<file path="config.mk">
export PLATFORM = sky130hd
export DESIGN_NAME = sbf_status_two
export DESIGN_NICKNAME = d
export VERILOG_FILES = /design/src/hw/sbf_pkg.sv /design/src/hw/sbf_pin_sync.sv /design/src/hw/sbf_status_two.sv
export SDC_FILE = /design/constraint.sdc
export NUM_CORES = 1
export LEC_CHECK = 0
export BUFFER_PORTS_ARGS = -buffer_cell sky130_fd_sc_hd__buf_2
export CAP_MARGIN = 10
export CORE_MARGIN = 10
export CORE_UTILIZATION = 50
export DETAILED_ROUTE_END_ITERATION = 10
export PLACE_DENSITY = 0.8
export SYNTH_ARGS = -nofsm -noshare
export SYNTH_HDL_FRONTEND = slang
export SYNTH_SLANG_ARGS = --single-unit
</file>
<file path="constraint.sdc">
create_clock -name aclk -period 2.43 [get_ports aclk]
set_input_delay 0.486 -clock aclk [delete_from_list [all_inputs] [get_ports aclk]]
set_output_delay 0.486 -clock aclk [all_outputs]
set_load 0.05 [all_outputs]
</file>
<file path="src/hw/sbf_pkg.sv">
// package: register map, field positions, reset values and timing counts
package sbf_pkg;
  localparam logic [3:0] STATUS_TWO_OFFSET = 4'h0; // serial_status_two
  localparam logic [3:0] CONTROL_OFFSET = 4'h4;    // control bits
  localparam int BREAK_FLAG_BIT = 7;
  localparam int EDGE_FLAG_BIT = 6;
  localparam int RX_INVERT_BIT = 4;
  localparam int LONG_BREAK_BIT = 1;
  localparam int RX_ACTIVE_BIT = 0;
  localparam int NINE_BIT_BIT = 2;
  localparam int BRK_BASE_BITS = 10;
  localparam logic [7:0] STATUS_RESET = 8'h00;
  localparam logic [7:0] CONTROL_RESET = 8'h00;
  localparam logic [15:0] BIT_DIV_RESET = 16'h0015; // 40 MHz / 115200 / 16
  localparam logic [15:0] CONTROL_BIT_DIV_OFF = 16'h0000;
  localparam logic [1:0] RESP_OKAY = 2'b00;
  localparam logic [1:0] RESP_SLVERR = 2'b10;
  localparam int OVS = 16; // samples per bit time
  typedef enum logic [1:0] {S_IDLE, S_LOW, S_WAIT_HIGH} sbf_brk_state_t;
endpackage : sbf_pkg

</file>
<file path="src/hw/sbf_pin_sync.sv">
// receive-pin synchroniser with three flip-flops and agreement filter
`timescale 1ns/1ps
module sbf_pin_sync (
  input wire logic aclk, // bus clock
  input wire logic aresetn, // synchronous reset, active low
  input wire logic pin_in, // raw asynchronous pin
  output logic level_out // filtered level
);
  logic s1_reg;
  logic s2_reg;
  logic s3_reg;
  logic level_reg;
  wire agree = (s2_reg == s3_reg);
  // idle line is high, so the reset values match an idle pin
  always_ff @(posedge aclk) begin
    if (!aresetn) begin
      s1_reg <= 1'b1;
      s2_reg <= 1'b1;
      s3_reg <= 1'b1;
      level_reg <= 1'b1;
    end else begin
      s1_reg <= pin_in;
      s2_reg <= s1_reg;
      s3_reg <= s2_reg;
      if (agree) level_reg <= s3_reg;
    end
  end
  assign level_out = level_reg;
endmodule : sbf_pin_sync

</file>
<file path="src/hw/sbf_status_two.sv">
// second status register: break-detect and receive-edge flags, axi4-lite
//
// Decided for this implementation: the address map and the AXI4-Lite slave port.
`timescale 1ns/1ps
// Function
// - break-detect flag bit 7 sets on detected break while detection enabled; sticky.
// - writing one to bit 7 clears break-detect flag; zero leaves it.
// - receive-edge flag bit 6 sets on falling edge, rising when inverted.
// - writing one to bit 6 clears receive-edge flag; zero no effect.
// - break length 10 bits (11 nine-bit), long mode 11 (12); suppress errors.
// - receive inversion applies before all edge and break logic.
module sbf_status_two
  import sbf_pkg::*;
(
  input wire logic aclk, // bus clock, 40 MHz
  input wire logic aresetn, // synchronous reset, active low
  input wire logic rx_pin, // receive pin, asynchronous
  input wire logic break_enable, // break detection circuitry enabled
  input wire logic [31:0] awaddr, // write address
  input wire logic awvalid, // write address valid
  output logic awready, // write address ready
  input wire logic [31:0] wdata, // write data
  input wire logic [3:0] wstrb, // write byte strobes
  input wire logic wvalid, // write data valid
  output logic wready, // write data ready
  output logic [1:0] bresp, // write response
  output logic bvalid, // write response valid
  input wire logic bready, // write response ready
  input wire logic [31:0] araddr, // read address
  input wire logic arvalid, // read address valid
  output logic arready, // read address ready
  output logic [31:0] rdata, // read data
  output logic [1:0] rresp, // read response
  output logic rvalid, // read data valid
  input wire logic rready, // read data ready
  output logic rx_data, // receive line after inversion
  output logic break_detected, // one-cycle pulse per break
  output logic suppress_errors // inhibit framing and full flags
);
  // ---------------------------------------------------------------
  // register bus
  // ---------------------------------------------------------------
  logic aw_have_reg;
  logic w_have_reg;
  logic [3:0] aw_addr_reg;
  logic [31:0] w_data_reg;
  logic w_lane0_reg;
  logic bvalid_reg;
  logic [1:0] bresp_reg;
  logic rvalid_reg;
  logic [31:0] rdata_reg;
  logic [1:0] rresp_reg;
  logic [7:0] control_reg;
  logic [15:0] bit_div_reg;
  logic break_flag_reg;
  logic edge_flag_reg;
  assign awready = !aw_have_reg && !bvalid_reg;
  assign wready = !w_have_reg && !bvalid_reg;
  assign arready = !rvalid_reg;
  wire aw_fire = awvalid && awready;
  wire w_fire = wvalid && wready;
  wire aw_ok = aw_have_reg || aw_fire;
  wire w_ok = w_have_reg || w_fire;
  wire [3:0] wr_addr = aw_have_reg ? aw_addr_reg : awaddr[3:0];
  wire [31:0] wr_data = w_have_reg ? w_data_reg : wdata;
  wire wr_lane0 = w_have_reg ? w_lane0_reg : wstrb[0];
  wire wr_lane1 = w_have_reg ? w_data_reg[31] : wstrb[1];
  wire wr_go = aw_ok && w_ok && !bvalid_reg;
  wire wr_status = wr_go && wr_addr == STATUS_TWO_OFFSET && wr_lane0;
  wire wr_control = wr_go && wr_addr == CONTROL_OFFSET;
  wire wr_mapped = (wr_addr == STATUS_TWO_OFFSET) ||
                   (wr_addr == CONTROL_OFFSET);
  wire clr_break = wr_status && wr_data[BREAK_FLAG_BIT];
  wire clr_edge = wr_status && wr_data[EDGE_FLAG_BIT];
  wire rd_go = arvalid && arready;
  wire long_break = control_reg[LONG_BREAK_BIT];
  wire rx_invert = control_reg[RX_INVERT_BIT];
  wire nine_bit = control_reg[NINE_BIT_BIT];
  logic rx_active_reg;
  wire [7:0] status_view = {break_flag_reg, edge_flag_reg, 1'b0,
                            rx_invert, 1'b0, 1'b0, long_break,
                            rx_active_reg};
  wire [31:0] rd_value = (araddr[3:0] == STATUS_TWO_OFFSET) ?
                         {24'h000000, status_view} :
                         {8'h00, bit_div_reg, control_reg};
  wire rd_mapped = (araddr[3:0] == STATUS_TWO_OFFSET) ||
                   (araddr[3:0] == CONTROL_OFFSET);
  always_ff @(posedge aclk) begin
    if (!aresetn) begin
      aw_have_reg <= 1'b0;
      w_have_reg <= 1'b0;
      aw_addr_reg <= 4'h0;
      w_data_reg <= 32'h00000000;
      w_lane0_reg <= 1'b0;
      bvalid_reg <= 1'b0;
      bresp_reg <= RESP_OKAY;
    end else begin
      if (wr_go) begin
        aw_have_reg <= 1'b0;
        w_have_reg <= 1'b0;
        bvalid_reg <= 1'b1;
        bresp_reg <= wr_mapped ? RESP_OKAY : RESP_SLVERR;
      end else begin
        if (aw_fire) begin
          aw_have_reg <= 1'b1;
          aw_addr_reg <= awaddr[3:0];
        end
        if (w_fire) begin
          w_have_reg <= 1'b1;
          w_data_reg <= {wstrb[1], wdata[30:0]};
          w_lane0_reg <= wstrb[0];
        end
      end
      if (bvalid_reg && bready) bvalid_reg <= 1'b0;
    end
  end
  always_ff @(posedge aclk) begin
    if (!aresetn) begin
      rvalid_reg <= 1'b0;
      rdata_reg <= 32'h00000000;
      rresp_reg <= RESP_OKAY;
    end else if (rd_go) begin
      rvalid_reg <= 1'b1;
      rdata_reg <= rd_mapped ? rd_value : 32'h00000000;
      rresp_reg <= rd_mapped ? RESP_OKAY : RESP_SLVERR;
    end else if (rvalid_reg && rready) begin
      rvalid_reg <= 1'b0;
    end
  end
  assign bvalid = bvalid_reg;
  assign bresp = bresp_reg;
  assign rvalid = rvalid_reg;
  assign rdata = rdata_reg;
  assign rresp = rresp_reg;
  // control: byte 0 holds mode bits, byte 1 the low byte of the sample divider; byte 2 reads zero
  always_ff @(posedge aclk) begin
    if (!aresetn) begin
      control_reg <= CONTROL_RESET;
      bit_div_reg <= BIT_DIV_RESET;
    end else if (wr_control) begin
      if (wr_lane0) control_reg <= wr_data[7:0];
      if (wr_lane1) bit_div_reg <= {8'h00, wr_data[15:8]};
    end
  end
  // ---------------------------------------------------------------
  // receive line and edge detect
  // ---------------------------------------------------------------
  logic pin_level;
  sbf_pin_sync u_sync (
    .aclk(aclk),
    .aresetn(aresetn),
    .pin_in(rx_pin),
    .level_out(pin_level)
  );
  wire line = pin_level ^ rx_invert;
  logic line_prev_reg;
  // after inversion the active edge is always high to low
  wire edge_event = line_prev_reg && !line;
  // ---------------------------------------------------------------
  // break detector: counts low samples in bit times
  // ---------------------------------------------------------------
  logic [15:0] div_cnt_reg;
  logic [3:0] smp_cnt_reg;
  logic [4:0] bits_low_reg;
  sbf_brk_state_t st_reg;
  wire tick = (div_cnt_reg == 16'h0000);
  wire bit_tick = tick && smp_cnt_reg == 4'(OVS - 1);
  wire [4:0] brk_len = 5'(BRK_BASE_BITS) + {4'h0, long_break} +
                       {4'h0, nine_bit};
  wire brk_event = bit_tick && st_reg == S_LOW &&
                   (bits_low_reg + 5'd1) == brk_len && break_enable;
  always_ff @(posedge aclk) begin
    if (!aresetn) begin
      div_cnt_reg <= CONTROL_BIT_DIV_OFF;
      smp_cnt_reg <= 4'h0;
      bits_low_reg <= 5'd0;
      st_reg <= S_IDLE;
      line_prev_reg <= 1'b1;
      rx_active_reg <= 1'b0;
    end else begin
      line_prev_reg <= line;
      div_cnt_reg <= tick ? bit_div_reg : div_cnt_reg - 16'h0001;
      if (tick) smp_cnt_reg <= smp_cnt_reg + 4'h1;
      case (st_reg)
        S_IDLE: begin
          if (edge_event) begin
            st_reg <= S_LOW;
            smp_cnt_reg <= 4'h0;
            div_cnt_reg <= bit_div_reg;
            bits_low_reg <= 5'd0;
            rx_active_reg <= 1'b1;
          end
        end
        S_LOW: begin
          if (line) begin
            st_reg <= S_IDLE;
            rx_active_reg <= 1'b0;
          end else if (bit_tick) begin
            bits_low_reg <= bits_low_reg + 5'd1;
            if (brk_event) st_reg <= S_WAIT_HIGH;
          end
        end
        S_WAIT_HIGH: begin
          // one break per low stretch, however long it lasts
          if (line) begin
            st_reg <= S_IDLE;
            rx_active_reg <= 1'b0;
          end
        end
        default: st_reg <= S_IDLE;
      endcase
    end
  end
  // ---------------------------------------------------------------
  // sticky flags
  // ---------------------------------------------------------------
  always_ff @(posedge aclk) begin
    if (!aresetn) begin
      break_flag_reg <= STATUS_RESET[BREAK_FLAG_BIT];
      edge_flag_reg <= STATUS_RESET[EDGE_FLAG_BIT];
    end else begin
      if (brk_event) break_flag_reg <= 1'b1;
      else if (clr_break) break_flag_reg <= 1'b0;
      if (edge_event) edge_flag_reg <= 1'b1;
      else if (clr_edge) edge_flag_reg <= 1'b0;
    end
  end
  assign rx_data = line;
  assign break_detected = brk_event;
  assign suppress_errors = long_break;
  // ---------------------------------------------------------------
  // checks
  // ---------------------------------------------------------------
  a_edge_sets_flag: assert property (@(posedge aclk) disable iff (!aresetn)
    edge_event |=> edge_flag_reg) else $error("edge flag not set");
  a_break_sets_flag: assert property (@(posedge aclk) disable iff (!aresetn)
    brk_event |=> break_flag_reg) else $error("break flag not set");
  a_break_needs_en: assert property (@(posedge aclk) disable iff (!aresetn)
    $rose(break_flag_reg) |-> $past(break_enable))
    else $error("break flag without enable");
  a_break_clear: assert property (@(posedge aclk) disable iff (!aresetn)
    clr_break && !brk_event |=> !break_flag_reg)
    else $error("break flag not cleared");
  a_edge_clear: assert property (@(posedge aclk) disable iff (!aresetn)
    clr_edge && !edge_event |=> !edge_flag_reg)
    else $error("edge flag not cleared");
  a_edge_sticky: assert property (@(posedge aclk) disable iff (!aresetn)
    edge_flag_reg && !clr_edge |=> edge_flag_reg)
    else $error("edge flag dropped");
  a_break_sticky: assert property (@(posedge aclk) disable iff (!aresetn)
    break_flag_reg && !clr_break |=> break_flag_reg)
    else $error("break flag dropped");
  a_flags_reset: assert property (@(posedge aclk)
    !aresetn |=> !break_flag_reg && !edge_flag_reg)
    else $error("flags not reset");
  a_invert_line: assert property (@(posedge aclk) disable iff (!aresetn)
    rx_data == (pin_level ^ control_reg[RX_INVERT_BIT]))
    else $error("line inversion wrong");
  a_break_length: assert property (@(posedge aclk) disable iff (!aresetn)
    brk_event |-> bits_low_reg == brk_len - 5'd1 && brk_len >= 5'd10)
    else $error("break length wrong");
endmodule : sbf_status_two

</file>
* Word-level counts from Yosys, hierarchy flattened *
Index checks and enable logic that the tools add are counted.

cells by class
  bitwise gates (word level) = 3
  equal/unequal tests = 14
  $add $sub $neg = 5
  mux-type cells = 33
  reduce and logical (&&, ||, !) cells = 47

operators by type and width
  operator                 number
  $mux W16                 6
  $logic_and A1 B1 Y1      19
  $logic_not A16 Y1        1
  $mux W4                  4
  $sub A16 B1 Y16 const B  1
  $mux W5                  3
  $mux W2                  7
  $mux W1                  10
  $pmux W5 S2              1
  $reduce_bool A2 Y1       5
  $eq A4 B3 Y1 const B     2
  $logic_not A4 Y1         2
  $ne A2 B2 Y1 const B     4
  $reduce_and A2 Y1        4
  $reduce_and A4 Y1        2
  $ne A3 B3 Y1 const B     2
  $pmux W2 S3              1
  $reduce_or A2 Y1         3
  $add A4 B1 Y5 const A    1
  $add A5 B1 Y5            1
  $add A5 B1 Y5 const B    1
  $eq A5 B5 Y1             1
  $logic_not A1 Y1         5
  $add A4 B1 Y4 const B    1
  11 further kinds         15

word-level totals
  flip-flop bits (word level) = 128
  output and inout port bits = 44

* Depth between registers and ports, before layout *
Gate-level depths: netlist (run 1).

  depth in word-level cells = 11
  depth in mapped cells = 8

* Cells and area by module *
Synthesis (run 1) repeated with hierarchy kept, for this count alone.

second synthesis, totals
  cells, all modules = 488
  area total of the unflattened synthesis = 4,398.0 sq um

by module, submodules not included
  module          instances  cells an instance  area each (sq um)
  sbf_status_two  1          478                4,285.4
  sbf_pin_sync    1          10                 112.6

* Worst setup path before layout (run 1) *
No wires, ideal clock.

  path kind = register to output
  from = reg control_reg[1]
  to = out break_detected
  setup slack = 0.141 ns
  data required time = 1.944 ns
  buffers on the path = 0
  arrival = 1.803 ns
  cell stages (with the launch flop) = 5
  cells stage by stage = dfxtp_1 > ha_1 > xnor2_1 > nor4b_1 > o2111a_2

on the way
  cells in the longest elaborated chain, start to end = 5

ends and longest elaborated chain
  what                    line                   text
  from (decl)             sbf_status_two.sv:53   logic [7:0] control_reg;
  from (signal assigned)  sbf_status_two.sv:141  if (wr_lane0) control_reg <= wr_data[7:0];
  $add A4 B1 Y5           sbf_status_two.sv:168  wire [4:0] brk_len = 5'(BRK_BASE_BITS) + {4'h0, long_break} +
  $add A5 B1 Y5           sbf_status_two.sv:168
  $eq A5 B5 Y1            sbf_status_two.sv:171  (bits_low_reg + 5'd1) == brk_len && break_enable;
  $logic_and A1 B1 Y1     sbf_status_two.sv:170  wire brk_event = bit_tick && st_reg == S_LOW &&
  $logic_and A1 B1 Y1     sbf_status_two.sv:171
  to (decl)               sbf_status_two.sv:37   output logic break_detected,

Every way passes these cells.

* Worst setup path after layout (run 1) *
  from = reg div_cnt_reg[3]
  to = out break_detected

on the way
  cells in the longest elaborated chain, start to end = 5

ends and longest elaborated chain
  what                              line                   text
  from (decl)                       sbf_status_two.sv:162  logic [15:0] div_cnt_reg;
  from (signal assigned)            sbf_status_two.sv:182  div_cnt_reg <= tick ? bit_div_reg : div_cnt_reg - 16'h0001;
  from (signal assigned)            sbf_status_two.sv:189  div_cnt_reg <= bit_div_reg;
  $logic_not A16 Y1                 sbf_status_two.sv:166  wire tick = (div_cnt_reg == 16'h0000);
  $logic_and A1 B1 Y1               sbf_status_two.sv:167  wire bit_tick = tick && smp_cnt_reg == 4'(OVS - 1);
  $logic_and A1 B1 Y1 (2 in a row)  sbf_status_two.sv:170
  $logic_and A1 B1 Y1               sbf_status_two.sv:171

Every way passes these cells.

==> flow_metrics.env, run 1 <==
export IMPL_insertion_delay_ps=380
export IMPL_power_leakage_nw=2.19
export IMPL_fp_dieW_um=114
export IMPL_endpoint_kind="output pin"
export IMPL_area_growth_syn_to_layout_pct=16.3
export IMPL_place_area_um2=4770
export IMPL_period_needed_ps=2490
export IMPL_slew_headroom=0.394
export IMPL_violations="setup timing"
export IMPL_slowest_stage="or4_4"
export IMPL_io_pins=153
export IMPL_hold_violations=0
export IMPL_dp_hpwl_mm=7.71
export IMPL_die_h_um=114
export IMPL_avgRoutedWirePerCell_um=15.7
export IMPL_min_period_over_period=1.02
export IMPL_critPathRequiredTime_ps=1940
export IMPL_dr_total_vias=3682
export IMPL_skew_ps=12.8
export IMPL_synth_edf_count=0
export IMPL_power_density_nw_per_um2=869
export IMPL_via_per_inst=5.44
export IMPL_path_buf_inv=1
export IMPL_crit_type="flop to output pin"
export IMPL_slew_viol_final=0
export IMPL_rsz0062_at_grt="yes"
export IMPL_cts_root_buf="clkbuf_8"
export IMPL_p_int_mw=2.85
export IMPL_ys_seq_elements=95
export IMPL_cts_sinks=95
export IMPL_switching_share=0.362
export IMPL_htreeDepth=3
export IMPL_crit_arrival_ps=2000
export IMPL_grt_pass1_wl_mm=17.3
export IMPL_largest_reg_flops=17
export IMPL_ant_nets=0
export IMPL_synth_ff_type="dfxtp_1"
export IMPL_yosysTopAreaCell="dfxtp_1"
export IMPL_syn_mean_instance_area_um2=8.94
export IMPL_synth_common_cells="dfxtp_1, nor2_1, nand2_1"
export IMPL_drt_initial_drc_count=222
export IMPL_wl_mm=10.6
export IMPL_layout_setup_ws_ps=-58.1
export IMPL_insertedDiodeCount=0
export IMPL_clock_fmax_mhz=402
export IMPL_drive_gt1_frac=0.248
export IMPL_async_reset_ff_frac=0
export IMPL_status="finished with violations"
export IMPL_wl_met2_mm=5.42
export IMPL_cts_hold_buf=0
export IMPL_fin_area_um2=5140
export IMPL_core_area_um2=8680
export IMPL_netlist_area_leader_share=0.431
export IMPL_grt_pass1_vias=3733
export IMPL_peakVddDrop_mv=0.412
export IMPL_die_area_um2=13000
export IMPL_cts_path_max_buffers=2
export IMPL_io_buffers=60
export IMPL_ys_warn_count=0
export IMPL_synth_top_cells_by_area="dfxtp_1, nor2_1, mux2i_1"
export IMPL_clk_pin_slew_ps=100
export IMPL_synthCells=494
export IMPL_gr_usage_all_layers=0.160
export IMPL_setup_violations=1
export IMPL_slowest_delay_ps=560
export IMPL_worstSetupStartpointType="flop"
export IMPL_antenna_found_initial=0
export IMPL_worstMarginPinSlew_ps=904
export IMPL_p_clk_frac=0.257
export IMPL_overflow=0
export IMPL_top_layer="met4"
export IMPL_nets=682
export IMPL_fillers=750
export IMPL_wl_met1_mm=4.54
export IMPL_path_cells="or4_4 > nor4_4 > o2111a_2 > buf_8"
export IMPL_place_congestion=0.832
export IMPL_grt_start_max_net_pins=60
export IMPL_p_switching_mw=1.62
export IMPL_path_delay_family="simple AND/OR/NAND/NOR gates"
export IMPL_yosysMostFrequentCell="dfxtp_1"
export IMPL_holdWs_ps=290
export IMPL_dr_pass1_iters=5
export IMPL_drc=0
export IMPL_floorplan_initialDensity=0.509
export IMPL_holdCritPathClass="input pin to flop"
export IMPL_wl_met3_um=520
export IMPL_p_comb_frac=0.318
export IMPL_drv_cap=0
export IMPL_p_seq_frac=0.425
export IMPL_p_total_mw=4.47
export IMPL_ys_types=62
export IMPL_synth_area_um2=4420
export IMPL_cts_tree="done"
export IMPL_cts_buffers=9
export IMPL_crit_fanout=3
export IMPL_yosysSeqAreaShare=0.431
export IMPL_rows=34
[path summary, 6_finish.rpt]
check / cells past startpoint / startpoint / end / slack (ps)
worst min register to register: 1 / u_sync.s1_reg / u_sync.s2_reg / 410
worst max register to register: 14 / div_cnt_reg[0] / div_cnt_reg[10] / 160
worst min-delay path: 2 / rready / rvalid / 290
worst max-delay path: 4 / div_cnt_reg[3] / break_detected / -60
[cell type report]
cell class                 count  area (µm²)  share of cell area
multi-input combinational    367        2350               0.457
sequential                    95        1920               0.373
timing repair buffer          81         480              0.0935
tap                          108         135              0.0263
clock buffer                   9         124              0.0241
clock inverter                 7        95.1              0.0185
inverter                      10        37.5             0.00730
[stage by stage]
step	setup WS, ps	util	setup TNS [ps]	std cells
after floorplan	141	-	0	511
after global placement	108	0.549	0	649
after detailed placement	115	0.549	0	649
after CTS	-71.2	0.589	-71.2	675
after global routing	-111	0.592	-111	677
final	-58.1	0.592	-58.1	677
[layer usage]
layer,GRT usage,vias up
li1,-,1822
met1,0.192,1762
met5,0,-
met2,0.273,83
met4,0.0576,0
met3,0.0373,15
[logic make-up (layout without fill, tap and decap cells)]
family                     after synthesis  count (layout)  share of synthesized area
AOI/OAI and AO/OA                       93              93                      0.151
xor gates and xnor gates                19              19                     0.0394
adders and majority gates                9               9                     0.0255
buffers and inverters                   49             107                     0.0601
DFF                                     95              95                      0.431
muxes                                   39              39                     0.0929
other                                    1              18                   0.000849
and+or+nand+nor                        189             189                      0.200
[placed cells by master, fill, tap and decap left out, types with 3 or more instances in the layout]
cell type,Yosys,final
conb_1,1,18
a22oi_1,12,12
ha_1,9,6
nand3_1,11,11
buf_4,18,20
o21ai_1,9,9
a211oi_1,3,3
nor2_1,72,72
a211oi_2,7,7
xor2_1,5,5
nand4_1,4,4
clkbuf_8,0,9
mux2_1,14,14
o31ai_1,3,3
dfxtp_1,95,85
inv_2,3,5
nand2b_1,4,4
a21oi_1,32,32
mux2i_1,23,23
nand3b_1,3,3
nand2_1,58,58
dfxtp_2,0,9
xnor2_1,13,13
o211ai_1,5,5
o22ai_1,3,3
inv_1,7,5
buf_2,5,59
nor2b_1,6,6
inv_6,0,3
nor3_1,12,12
[repair_timing]
item	in CTS	in global routing
setup buffers	10	2
endpoints found under the setup margin	1	1
pin swaps	3	3
resized for setup	14	9
[power by group through the flow]
stage	registers (mW)	logic [mW]	clock network, mW
final	1.90	1.42	1.15
after CTS	1.89	1.38	1.16
after detailed placement	1.91	1.24	0
after floorplan	1.90	1.02	0
after global placement	1.90	1.19	0
after global routing	1.92	1.54	1.22
Power figures use the tool's default switching activity.
==> run 2: changes to the inputs <==
CORE_UTILIZATION = 52   (was 50)
CTS_BUF_LIST = sky130_fd_sc_hd__clkbuf_4 sky130_fd_sc_hd__clkbuf_8   (was not set)
PLACE_DENSITY = 0.83   (was 0.8)
==> run 2 against run 1 <==
The flow still finishes with violations (setup timing). Sequential share of layout area up 0.54 points. Global-route usage up 0.12 points. Fmax up 0.77%. Non-clock buffer count down 4. Worst hold slack better by 9.8 ps. Register-to-register slack better by 80 ps. Clock skew down 3.7 ps. Combinational power about the same. Cell area down 1.3%. Via count up 0.84%. Highest routed layer unchanged.
==> flow_metrics.env, run 2 (same netlist as run 1, synthesis figures left out) <==
export IMPL_min_period_over_period=1.02
export IMPL_p_switching_mw=1.58
export IMPL_crit_type="flop to output pin"
export IMPL_worstSetupEndpoint="break_detected"
export IMPL_p_int_mw=2.72
export IMPL_power_leakage_nw=2.16
export IMPL_worstHoldStart="rx_pin"
export IMPL_cts_tree="done"
export IMPL_hold_violations=0
export IMPL_setup_violations=1
export IMPL_utilization=0.614
export IMPL_drv_cap=0
export IMPL_p_clk_frac=0.231
export IMPL_core_area_um2=8260
export IMPL_wl_mm=10.7
export IMPL_critPathRequiredTime_ps=1940
export IMPL_p_comb_frac=0.327
export IMPL_via_per_inst=5.54
export IMPL_crit_start="div_cnt_reg[3]"
export IMPL_io_pins=153
export IMPL_top_layer="met4"
export IMPL_gr_usage_all_layers=0.161
export IMPL_p_total_mw=4.30
export IMPL_worstMarginPinSlew_ps=679
export IMPL_fillers=690
export IMPL_holdWs_ps=300
export IMPL_crit_fanout=3
export IMPL_endpoint_kind="output pin"
export IMPL_wl_met2_mm=5.29
export IMPL_slew_headroom=0.546
export IMPL_p_seq_frac=0.442
export IMPL_overflow=0
export IMPL_grt_start_max_net_pins=60
export IMPL_regArea_um2=1920
export IMPL_holdCritPathClass="input pin to flop"
export IMPL_final_cell_mix="dfxtp_1, nor2_1, buf_2, nand2_1, a21oi_1"
export IMPL_insertion_delay_ps=370
export IMPL_drt_initial_drc_count=234
export IMPL_rsz0062_at_grt="yes"
export IMPL_slew_viol_final=0
export IMPL_clock_fmax_mhz=405
export IMPL_floorplan_initialDensity=0.535
export IMPL_io_buffers=60
export IMPL_reg2reg_slack_ps=240
export IMPL_layout_setup_ws_ps=-39.1
export IMPL_ant_nets=0
export IMPL_die_area_um2=12600
export IMPL_final_common_cell="dfxtp_1"
export IMPL_peakVddDrop_mv=0.468
export IMPL_die_h_um=112
export IMPL_power_density_nw_per_um2=848
export IMPL_drive_gt1_frac=0.242
export IMPL_dr_total_vias=3713
export IMPL_reg2reg_depth=7
export IMPL_fp_dieW_um=112
export IMPL_violations="setup timing"
export IMPL_period_needed_ps=2470
export IMPL_wl_met3_um=572
export IMPL_r2r_start="st_reg[0]"
export IMPL_cts_root_buf="clkbuf_8"
export IMPL_skew_ps=9.10
export IMPL_grt_pass1_wl_mm=17.4
export IMPL_fin_area_um2=5070
export IMPL_largest_reg_flops=17
export IMPL_place_congestion=0.850
export IMPL_timing_rr_end="bits_low_reg[0]"
export IMPL_rows=33
export IMPL_fin_tns_setup_ps=-39.1
export IMPL_dr_pass1_iters=5
export IMPL_multi_input_area_um2=2350
export IMPL_cts_path_max_buffers=2
export IMPL_worstSetupStartpointType="flop"
export IMPL_drc=0
export IMPL_crit_arrival_ps=1980
export IMPL_grt_pass1_vias=3690
export IMPL_area_growth_syn_to_layout_pct=14.8
export IMPL_place_area_um2=4780
export IMPL_insertedDiodeCount=0
export IMPL_dp_hpwl_mm=7.57
export IMPL_status="finished with violations"
export IMPL_antenna_found_initial=0
export IMPL_avgRoutedWirePerCell_um=15.9
export IMPL_clk_pin_slew_ps=100
export IMPL_htreeDepth=3
export IMPL_cts_sinks=95
export IMPL_nets=678
export IMPL_switching_share=0.368
export IMPL_cts_buffers=9
export IMPL_wl_met1_mm=4.57
run 2: worst min path at each step:
| stage | end | slack (ps) | cells past startpoint |
|---|---|---|---|
| after floorplan | u_sync.s2_reg | 390 | 1 |
| after global placement | u_sync.s2_reg | 390 | 1 |
| after detailed placement | u_sync.s2_reg | 400 | 1 |
| after CTS | rvalid | 290 | 2 |
| after global routing | rvalid | 300 | 2 |
| final | u_sync.s1_reg | 300 | 2 |
run 2: routing by layer:
layer  vias up  GRT usage
li1       1827          -
met1      1752      0.193
met2       117      0.272
met3        17     0.0415
met4         0     0.0592
met5         -          0
run 2: through the flow:
stage,instances,setup slack (ps)
2_1_floorplan,511,141
3_3_place_gp,648,180
3_5_place_dp,648,160
4_1_cts,666,-50.1
5_1_grt,670,-91.2
6_report,670,-39.1
run 2: power groups by stage:
stage / Sequential (mW) / Clock [mW] / Combinational, mW
6_report: 1.90 / 0.995 / 1.41
5_1_grt: 1.92 / 1.07 / 1.53
4_1_cts: 1.89 / 1.01 / 1.34
3_5_place_dp: 1.91 / 0 / 1.25
3_3_place_gp: 1.90 / 0 / 1.21
2_1_floorplan: 1.90 / 0 / 1.02
run 2: worst max-delay path, cell delays in order (launching register included):
cell      delay, ps
dfxtp_2         340
or4_4           560
nor4_4          260
o2111a_2        300
buf_8           160
run 2: timing repair:
| action | in CTS | in global routing |
|---|---|---|
| endpoints found under the setup margin | 1 | 1 |
| setup buffers | 2 | 4 |
| hold buffers | 0 | 0 |
| resized for setup | 13 | 10 |
| pin swaps | 2 | 3 |
run 2: final cells by class:
cell class / instances / area share
clock buffers: 9 / 0.0244
clock inverters: 7 / 0.0126
inverters: 10 / 0.00740
multi-input cells: 367 / 0.463
flip-flops and latches: 95 / 0.378
well taps: 105 / 0.0259
repair buffers: 77 / 0.0888
==> run 3: changes to the inputs <==
CELL_PAD_IN_SITES_DETAIL_PLACEMENT = 0   (was not set)
CELL_PAD_IN_SITES_GLOBAL_PLACEMENT = 1   (was not set)
CORE_UTILIZATION = 38   (was 52)
PLACE_DENSITY = not set   (was 0.83)
PLACE_DENSITY_LB_ADDON = 0.1   (was not set)
==> run 3 against run 2 <==
Highest routed layer unchanged. The run still ends with setup timing left. First-iteration DRC count down 28%. Critical endpoint unchanged. Critical path type unchanged. Sequential share of layout area shrank 0.97 points. Clock-buffer cell count unchanged. Worst hold slack lost 2.1 ps. Setup slack worse by 7.6 ps.
==> flow_metrics.env, run 3 (same netlist as run 1, synthesis figures left out) <==
export IMPL_insertion_delay_ps=370
export IMPL_final_cell_mix="dfxtp_1, nor2_1, buf_2, nand2_1, a21oi_1"
export IMPL_period_needed_ps=2480
export IMPL_crit_fanout=3
export IMPL_wl_mm=11.1
export IMPL_power_density_nw_per_um2=828
export IMPL_wl_met2_mm=5.27
export IMPL_hold_violations=0
export IMPL_cts_hold_buf=0
export IMPL_peakVddDrop_mv=0.634
export IMPL_reg2reg_depth=14
export IMPL_layout_setup_ws_ps=-46.7
export IMPL_dp_hpwl_mm=8.15
export IMPL_rsz0062_at_grt="yes"
export IMPL_via_per_inst=5.03
export IMPL_place_ws_ps=124
export IMPL_top_layer="met4"
export IMPL_setup_violations=1
export IMPL_endpoint_kind="output pin"
export IMPL_worstSetupStartpointType="flop"
export IMPL_crit_start="bits_low_reg[0]"
export IMPL_reg2reg_slack_ps=200
export IMPL_r2r_start="div_cnt_reg[0]"
export IMPL_multi_input_area_um2=2340
export IMPL_critPathRequiredTime_ps=1940
export IMPL_cts_tree="done"
export IMPL_largest_reg_flops=17
export IMPL_rows=39
export IMPL_floorplan_initialDensity=0.387
export IMPL_place_congestion=0.767
export IMPL_timing_rr_end="div_cnt_reg[10]"
export IMPL_area_growth_syn_to_layout_pct=17.5
export IMPL_dr_total_vias=3627
export IMPL_drive_gt1_frac=0.249
export IMPL_cts_path_max_buffers=2
export IMPL_regArea_um2=1910
export IMPL_min_period_over_period=1.02
export IMPL_grt_start_max_net_pins=29
export IMPL_wl_met1_mm=5.21
export IMPL_cts_buffers=9
export IMPL_worstSetupEndpoint="break_detected"
export IMPL_cts_sinks=95
export IMPL_crit_type="flop to output pin"
export IMPL_fp_dieW_um=128
export IMPL_io_pins=153
export IMPL_clock_fmax_mhz=404
export IMPL_fillers=1172
export IMPL_drv_cap=0
export IMPL_nets=692
export IMPL_status="finished with violations"
export IMPL_power_leakage_nw=2.22
export IMPL_worstMarginPinSlew_ps=743
export IMPL_fin_tns_setup_ps=-46.7
export IMPL_io_buffers=60
export IMPL_die_area_um2=16300
export IMPL_ant_nets=0
export IMPL_core_area_um2=11400
export IMPL_cts_root_buf="clkbuf_8"
export IMPL_grt_pass1_wl_mm=18.4
export IMPL_wl_met3_um=482
export IMPL_p_total_mw=4.30
export IMPL_drt_initial_drc_count=169
export IMPL_dr_pass1_iters=4
export IMPL_clk_pin_slew_ps=100
export IMPL_drc=0
export IMPL_slew_viol_final=0
export IMPL_final_common_cell="dfxtp_1"
export IMPL_die_h_um=128
export IMPL_antenna_found_initial=0
export IMPL_slew_headroom=0.503
export IMPL_grt_pass1_vias=3643
export IMPL_holdCritPathClass="input pin to flop"
export IMPL_holdWs_ps=297
export IMPL_htreeDepth=3
export IMPL_insertedDiodeCount=0
export IMPL_avgRoutedWirePerCell_um=15.4
export IMPL_gr_usage_all_layers=0.136
export IMPL_overflow=0
export IMPL_skew_ps=9.98
export IMPL_violations="setup timing"
export IMPL_crit_arrival_ps=1990
-- run 3: cell count changes in the layout (fill, tap and decap cells not counted), moves of 2 or more --
cell and change:
dfxtp_2 -5, dfxtp_1 +5, inv_8 -2, buf_4 +15
-- run 3: worst min-delay path by stage --
stage	from	slack, ps	end	cells after the start
3_5_place_dp	u_sync.s1_reg	400	u_sync.s2_reg	1
5_1_grt	rx_pin	290	u_sync.s1_reg	2
3_3_place_gp	u_sync.s1_reg	390	u_sync.s2_reg	1
4_1_cts	rx_pin	280	u_sync.s1_reg	2
6_report	rx_pin	300	u_sync.s1_reg	2
2_1_floorplan	u_sync.s1_reg	390	u_sync.s2_reg	1
-- run 3: area by class of cell --
class / count / share of cell area
Clock buffer: 9 / 0.0239
Clock inverter: 6 / 0.00916
Inverter: 10 / 0.00723
Multi-Input combinational cell: 367 / 0.452
Sequential cell: 95 / 0.369
Tap cell: 143 / 0.0345
Timing Repair Buffer: 91 / 0.105
-- run 3: what timing repair did --
action	in CTS	in global routing
endpoints found under the setup margin	1	2
setup buffers	11	1
resized for setup	13	5
pin swaps	4	2
-- run 3: per-layer routing --
| layer | GRT usage | vias to the layer above |
|---|---|---|
| li1 | - | 1850 |
| met1 | 0.176 | 1705 |
| met2 | 0.218 | 61 |
| met3 | 0.0314 | 11 |
| met4 | 0.0497 | 0 |
| met5 | 0 | - |
-- run 3: where the power goes --
group	internal, mW	switching [mW]
Combinational	0.644	0.822
Clock	0.374	0.582
Sequential	1.72	0.154
Total	2.74	1.56
-- run 3: stage by stage --
stage                     utilization  cell area, µm²  std cells
final                           0.454            5190        721
after global routing            0.454            5190        721
after CTS                       0.452            5170        720
after detailed placement        0.427            4870        694
after global placement          0.427            4870        694
after floorplan                     -            4480        511
-- run 3: critical path, cell delays in order (launching register included) --
cell,delay [ps]
dfxtp_1,330
ha_2,200
a31o_2,270
a2111oi_4,360
o2111a_2,300
buf_8,150
